## src/design/esbt_pkg.sv

```systemverilog
// Package: constants and carrier types for the exception syndrome unit
// How it works
// - Instruction bus error sets detail bit 20/52 on local bus error.
// - Data bus error sets detail bit 20/52 on local bus error.
// - Divide exception writes bit 20/52: 0 zero divisor, 1 overflow.
// - Stream exception stores link index in bits 23..26/55..58.
// - Data storage sets bit 20/52 when zone protection caused it.
// - Data storage sets bit 21/53 when the access was a store.
// - Instruction storage sets bit 20/52 on zone protection fault.
// - Data TLB miss sets bit 21/53 when the access was a store.
// - Detail field sits at 20..26 or 52..58 by data width.
// - Branch target register exists only when exceptions are configured.
// - Delay-slot branch with no exception in progress loads its target.
// - Special read selector 0x000B returns the branch target register.
// - Branch target width 32, or address width in 64-bit mode.
// - Branch target register resets to zero and is read-only.
// - Cause is a five-bit code; detail bits follow that code.
// - Delay-slot flag set when excepting instruction sat in a slot.
package esbt_pkg;

    // ************************************************************
    // Cause codes
    // ************************************************************
    localparam logic [4:0] EC_STREAM = 5'h00;
    localparam logic [4:0] EC_UNALIGNED = 5'h01;
    localparam logic [4:0] EC_ILLEGAL = 5'h02;
    localparam logic [4:0] EC_IBUS = 5'h03;
    localparam logic [4:0] EC_DBUS = 5'h04;
    localparam logic [4:0] EC_DIVIDE = 5'h05;
    localparam logic [4:0] EC_FPU = 5'h06;
    localparam logic [4:0] EC_PRIV = 5'h07;
    localparam logic [4:0] EC_DSTORAGE = 5'h10;
    localparam logic [4:0] EC_ISTORAGE = 5'h11;
    localparam logic [4:0] EC_DTLB = 5'h12;
    localparam logic [4:0] EC_ITLB = 5'h13;

    // ************************************************************
    // Field layout and selectors
    // ************************************************************
    localparam logic [13:0] SEL_STATUS = 14'h0005;
    localparam logic [13:0] SEL_BRANCH_TARGET = 14'h000B;
    localparam int CODE_LSB = 0; // Cause code lsb in LSB-0 numbering
    localparam int DETAIL_LSB = 5; // Detail field occupies [11:5]
    localparam int DSLOT_BIT = 12; // Delay-slot flag
    localparam int DETAIL_W = 7;
    localparam int LINK_W = 4;
    localparam int BIT_FLAG0 = 6; // Detail msb side: bit 20/52
    localparam int BIT_FLAG1 = 5; // Bit 21/53
    localparam logic [6:0] DETAIL_ZERO = 7'h00;
    localparam int CODE_W = 5; // Cause code width
    localparam logic [4:0] CODE_ZERO = 5'h00; // Cause code after reset

    // Exception report from the pipeline
    typedef struct packed {
        logic take;          // Exception taken this cycle
        logic [4:0] cause_code;
        logic delay_slot;    // Excepting instruction in a delay slot
        logic bus_ecc;       // Local memory bus error seen
        logic div_overflow;  // 1 overflow, 0 divide by zero
        logic [3:0] stream_link_index;
        logic zone_violation;
        logic is_store;
    } esbt_exc_t;

endpackage

```

## src/design/esbt_unit.sv

```systemverilog
// Exception detail capture and delay-slot branch target register
`timescale 1ns/100ps
`default_nettype none
module esbt_unit #(
    parameter int DATA_SIZE = 32,
    parameter int ADDR_SIZE = 32,
    parameter bit USE_EXCEPTIONS = 1'b1
) (
    // Clock and reset
    input wire logic core_clk_i,
    input wire logic rst_i,
    // Exception report
    input wire esbt_pkg::esbt_exc_t exc_i,
    // Branch events
    input wire logic branch_ds_i,
    input wire logic [ADDR_SIZE-1:0] branch_target_i,
    input wire logic exception_in_progress_i,
    // Special register read
    input wire logic move_from_special_i,
    input wire logic [13:0] special_reg_selector_i,
    output logic [DATA_SIZE-1:0] read_data_o,
    output logic read_valid_o,
    // Status view
    output logic [DATA_SIZE-1:0] exception_status_reg_o,
    output logic [ADDR_SIZE-1:0] branch_target_reg_o
);

    // ************************************************************
    // Detail encoding
    // ************************************************************
    // Build the 7-bit detail word for a cause (bit 6 = doc bit 20)
    function automatic logic [6:0] detail_of(input esbt_pkg::esbt_exc_t e);
        logic [6:0] d;
        // Start from all zero, then fill per cause
        d = esbt_pkg::DETAIL_ZERO;
        case (e.cause_code)
            esbt_pkg::EC_IBUS, esbt_pkg::EC_DBUS: begin
                d[esbt_pkg::BIT_FLAG0] = e.bus_ecc;
            end
            esbt_pkg::EC_DIVIDE: begin
                d[esbt_pkg::BIT_FLAG0] = e.div_overflow;
            end
            esbt_pkg::EC_STREAM: begin
                d[esbt_pkg::LINK_W-1:0] = e.stream_link_index;
            end
            esbt_pkg::EC_DSTORAGE: begin
                d[esbt_pkg::BIT_FLAG0] = e.zone_violation;
                d[esbt_pkg::BIT_FLAG1] = e.is_store;
            end
            esbt_pkg::EC_ISTORAGE: begin
                d[esbt_pkg::BIT_FLAG0] = e.zone_violation;
            end
            esbt_pkg::EC_DTLB: begin
                d[esbt_pkg::BIT_FLAG1] = e.is_store;
            end
            default: begin
                d = esbt_pkg::DETAIL_ZERO;
            end
        endcase
        return d;
    endfunction

    // ************************************************************
    // Status capture
    // ************************************************************
    logic [4:0] code_q, code_d;
    logic [6:0] detail_q, detail_d;
    logic dslot_q, dslot_d;
    // Status word, LSB-0 view
    logic [DATA_SIZE-1:0] status_word;

    // ************************************************************
    // Next-state selection
    // ************************************************************
    // replace on exception taken
    assign code_d = exc_i.take ? exc_i.cause_code : code_q;
    assign detail_d = exc_i.take ? detail_of(exc_i) : detail_q;
    assign dslot_d = exc_i.take ? exc_i.delay_slot : dslot_q;

    // Cause code register
    always_ff @(posedge core_clk_i) begin
        if (rst_i) begin
            code_q <= esbt_pkg::CODE_ZERO;
        end else begin
            code_q <= code_d;
        end
    end

    // Detail field register
    always_ff @(posedge core_clk_i) begin
        if (rst_i) begin
            detail_q <= esbt_pkg::DETAIL_ZERO;
        end else begin
            detail_q <= detail_d;
        end
    end

    // Delay-slot flag register
    always_ff @(posedge core_clk_i) begin
        if (rst_i) begin
            dslot_q <= 1'b0;
        end else begin
            dslot_q <= dslot_d;
        end
    end

    // ************************************************************
    // Field placement
    // ************************************************************
    // field placement, LSB-0 view of big-endian numbering
    always_comb begin
        status_word = '0;
        status_word[esbt_pkg::CODE_LSB +: esbt_pkg::CODE_W] = code_q;
        status_word[esbt_pkg::DETAIL_LSB +: esbt_pkg::DETAIL_W] = detail_q;
        status_word[esbt_pkg::DSLOT_BIT] = dslot_q;
    end

    // ************************************************************
    // Branch target register
    // ************************************************************
    // target width by data size
    localparam int BT_W = (DATA_SIZE == 64) ? ADDR_SIZE : 32;
    logic [BT_W-1:0] bt_q;
    // Target in low bits, upper bits read zero
    logic [DATA_SIZE-1:0] bt_word;

    generate
        if (USE_EXCEPTIONS) begin : g_bt
            // load on delay-slot branch, reset zero
            always_ff @(posedge core_clk_i) begin
                if (rst_i) begin
                    bt_q <= '0;
                end else if (branch_ds_i && !exception_in_progress_i) begin
                    bt_q <= branch_target_i[BT_W-1:0]; // width
                end
            end
        end else begin : g_no_bt
            assign bt_q = '0;
        end
    endgenerate

    // Zero-extend target into the data word
    always_comb begin
        bt_word = '0;
        bt_word[BT_W-1:0] = bt_q;
    end

    // ************************************************************
    // Special register read port
    // ************************************************************
    // Selector matches
    wire hit_bt = special_reg_selector_i == esbt_pkg::SEL_BRANCH_TARGET;
    wire hit_st = special_reg_selector_i == esbt_pkg::SEL_STATUS;
    // branch target reads zero without exceptions
    wire sel_bt = hit_bt && USE_EXCEPTIONS;
    wire sel_st = hit_st;
    wire [DATA_SIZE-1:0] rd_mux = sel_bt ? bt_word :
                                  sel_st ? status_word : '0;

    // ************************************************************
    // Read port registers
    // ************************************************************
    // Read data holds until the next request
    wire read_req = move_from_special_i;
    wire [DATA_SIZE-1:0] read_data_d = read_req ? rd_mux : read_data_o;

    always_ff @(posedge core_clk_i) begin
        if (rst_i) begin
            read_data_o <= '0;
        end else begin
            read_data_o <= read_data_d;
        end
    end

    // Read valid, one cycle after request
    always_ff @(posedge core_clk_i) begin
        if (rst_i) begin
            read_valid_o <= 1'b0;
        end else begin
            read_valid_o <= read_req;
        end
    end

    // ************************************************************
    // Status mirror register
    // ************************************************************
    // status view, one cycle behind
    always_ff @(posedge core_clk_i) begin
        if (rst_i) begin
            exception_status_reg_o <= '0;
        end else begin
            exception_status_reg_o <= status_word;
        end
    end

    // ************************************************************
    // Branch target mirror register
    // ************************************************************
    // branch target view, one cycle behind
    always_ff @(posedge core_clk_i) begin
        if (rst_i) begin
            branch_target_reg_o <= '0;
        end else begin
            branch_target_reg_o <= ADDR_SIZE'(bt_word);
        end
    end

endmodule
`default_nettype wire

```

## config.mk

```make
export PLATFORM = sky130hd
export DESIGN_NAME = esbt_unit
export DESIGN_NICKNAME = d
export VERILOG_FILES = /design/src/design/esbt_pkg.sv /design/src/design/esbt_unit.sv
export SDC_FILE = /design/constraint.sdc
export NUM_CORES = 1
export LEC_CHECK = 0
export BUFFER_PORTS_ARGS = -buffer_cell sky130_fd_sc_hd__buf_2
export CAP_MARGIN = 20
export CORE_ASPECT_RATIO = 2
export CORE_MARGIN = 10
export CORE_UTILIZATION = 52
export DETAILED_ROUTE_END_ITERATION = 6
export PLACE_DENSITY = 0.94
export SYNTH_ARGS = -nofsm -noshare
export SYNTH_HDL_FRONTEND = slang
export SYNTH_SLANG_ARGS = --single-unit
export TNS_END_PERCENT = 5
```

## constraint.sdc

```tcl
create_clock -name core_clk_i -period 2.35 [get_ports core_clk_i]
set_input_delay 0.1175 -clock core_clk_i [delete_from_list [all_inputs] [get_ports core_clk_i]]
set_output_delay 0.1175 -clock core_clk_i [all_outputs]
set_load 0.02 [all_outputs]
```

==> summary.md <==
| Metric | Value |
|---|---|
| Later-pin clock latency in the skew report | 0.40 ns |
| GR Overflow Total | 0 |
| Delay-heaviest family, CP | buffers and inverters |
| WL met2 | approximately 6.9 mm |
| Crit path cell chain | dlygate4sd3_1, buf_2, or4_1, o2bb2a_1, o41ai_1, dlygate4sd3_1 |
| Reg2reg path depth | 3 |
| Max incr delay on CP | approximately 0.58 ns |
| Maxcap violations | 0 |
| Total number of vias | 3838 |
| First-pass GRT wire length | roughly 20 mm |
| Library cells used by synthesis | 33 |
| Fin crit share | 0.807 |
| Initial antenna violation count | 2 |
| Crit start category | input pin |
| Crit path time final | approximately 1.9 ns |
| H-Tree Depth | 4 |
| Setup ws final | about 0.45 ns |
| Routed len/inst | ~17 um |
| Overall routing resource usage | 0.198 |
| Post-synthesis sequential area ratio | 0.553 |
| Die H | between 100 and 150 um |
| Drt first pass iters | 5 |
| WL final | 12.8 mm |
| Cell Pwr Density | ~830 nW/um2 |
| Starting DRT DRC Count | ~170 |
| P&R area growth vs syn | 35.4% |
| Vias in the first global route | approximately 4100 |
| Peak VDD IR | 0.000727 V |
| Post-route ant nets | 0 |
| Final core occ | 0.720 |
| Die Width | 84.9 um |
| Slew HR | 0.445 |
| Finished Layout Cells | 738 |
| CP max stage cell | dlygate4sd3_1 |
| Critical path depth | 6 |
| Worst path required time | about 2.7 ns |
| Final TNS setup | 0 ns |
| Deepest clock path buffer count | 2 |
| FMAX | approximately 0.53 GHz |
| Clk root buf | clkbuf_16 |
| Core Area | slightly above 8000 um2 |
| HPWL after DPL | between 8 and 9 mm |
| Post-Place Worst Slack | between 0.4 and 0.5 ns |
| Leading cell type in the layout, fill and taps excluded | buf_2 |
| # DRC | 0 |
| Syn Inst Count | 453 |
| Total CTS buffers | 17 |
| CTS tree | built |
| Initial core utilization | 0.532 |
| Placed cells | 667 |
| Max Slew Vio Count | 0 |
| Worst-path clk slew | approximately 0.050 ns |
| Met1 wire length | around 4.4 mm |
| Count of final setup violators | 0 |
| Final Hold Violating Endpoints | 0 |
| Leakage | roughly 2.7 nW |
| Path type of the worst min-delay path | input pin to register |
| Status | finished clean |
| Critical path type | input pin to register |
| Max Used Layer | met4 |
| Warnings, synthesis | 0 |
| Worst Max-Slew Pin Slew | approximately 0.83 ns |
| Metal3 WL | 829 um |
| PortBufs | ~140 |
| Pin count of the biggest net entering global routing | 82 |
| Clk_skew | approximately 0.0062 ns |
| Worst path arrival time | between 2 and 2.5 ns |
| Hold Path Cell Cnt | 3 |
| Num Clock Sinks | around 120 |
| Commonest cells after routing, fill and taps aside | 141 x buf_2, 121 x dfxtp_1, 87 x nand2_1 |
| Setup crit end kind | register |
| Via-to-Cell Ratio | between 5 and 6 |
| Post-CTS Resized | 0 |
| Yosys reg bits | roughly 120 |
| RSZ-0062 raised after global routing | no |
| CP Buf/Inv Count | 3 |
| Cell Area, Synth | 4380 um2 |
| Nets@finish | 693 |
| Number of fill cells | just under 600 |
| Cell mode on critical path | dlygate4sd3_1 |
| Mean post-synth cell area | roughly 9.7 um2 |
| Placer congestion estimate | 0.845 |
| Crit path max fanout | 4 |
| Layout cells sized above 1 | 0.321 |
| Row count | 47 |
| Die area | approximately 13000 um2 |
| IO Pins | ~160 |
==> through the flow <==
| step | total power [mW] | hold WS (ns) | instance area (um2) |
|---|---|---|---|
| after floorplan | 2.44 | 0.221 | 4450 |
| after global placement | 2.52 | 0.328 | 4990 |
| after detailed placement | 2.54 | 0.333 | 4990 |
| after CTS | 4.95 | 0.0200 | 5920 |
| after global routing | 5.08 | 0.0506 | 5930 |
| final | 4.94 | 0.0385 | 5930 |
==> cell families after synthesis <==
family / count (synthesis) / share of synthesized area
AO/OA/AOI/OAI: 72 / 0.113
flip-flops: 121 / 0.553
other: 1 / 0.000856
AND/OR/NAND/NOR: 199 / 0.233
buffers and inverters: 53 / 0.0840
multiplexers: 7 / 0.0160
==> Yosys cell counts (all sizes together) <==
cell type,n,area share
clkbuf,19,0.029
o2bb2a,1,0.0023
a32oi,1,0.0020
nor2b,45,0.064
nand3,20,0.023
inv,1,0.00086
mux2i,7,0.016
o41ai,1,0.0020
or4,3,0.0069
nand2b,2,0.0029
a22o,4,0.0080
buf,33,0.055
nor4,3,0.0091
nor3,13,0.026
dfxtp,121,0.55
conb,1,0.00086
nand2,87,0.075
a21oi,52,0.059
nand3b,2,0.0034
nor2,22,0.019
o21ai,1,0.0011
or3b,2,0.0040
a221oi,12,0.038
==> worst paths after layout <==
path / from / end / slack, ns
setup / recovery: exc_i[12] / detail_q[6] / 0.45
hold / removal: exc_i[11] / code_q[2] / 0.04
setup reg to reg: detail_q[6] / detail_q[6] / 1.02
hold reg to reg: read_data_o[31] / read_data_o[31] / 0.45
==> worst min-delay path, stage by stage <==
cell	delay [ns]
buf_2	0.13
mux2i_1	0.08
nor2_1	0.07
==> repair_timing <==
action	4_1_cts	5_1_grt
hold endpoints to repair	38	0
hold buffers	39	0
buffers inserted	0	0
endpoints found under the setup margin	0	0
==> routing by layer <==
layer  up-vias  GRT usage
li1       1812          -
met1      1784      0.187
met2       191      0.346
met3        51     0.0637
met4         0      0.147
met5         -          0
==> flip-flops by register name, summed over array words and instances, names as in the netlist <==
register,count
branch_target_reg_o,32
bt_q,32
read_data_o,32
exception_status_reg_o,12
detail_q,6
code_q,5
dslot_q,1
read_valid_o,1
==> where the power goes <==
| group | leakage [nW] | switching (mW) | internal (mW) |
|---|---|---|---|
| Clock | 0.264 | 0.865 | 1.52 |
| Sequential | 0.985 | 0.0375 | 2.12 |
| Combinational | 1.42 | 0.238 | 0.163 |
| Total | 2.67 | 1.14 | 3.80 |
==> cell type report <==
| cell class | count | area [um2] | share of cell area |
|---|---|---|---|
| inverters | 1 | 3.75 | 0.000633 |
| repair buffers | 188 | 1160 | 0.195 |
| well taps | 98 | 123 | 0.0207 |
| diodes | 2 | 5.00 | 0.000844 |
| clock buffers | 22 | 474 | 0.0800 |
| flip-flops and latches | 121 | 2420 | 0.409 |
| clock inverters | 8 | 72.6 | 0.0122 |
| multi-input cells | 298 | 1670 | 0.282 |
Power figures use the tool's default switching activity.
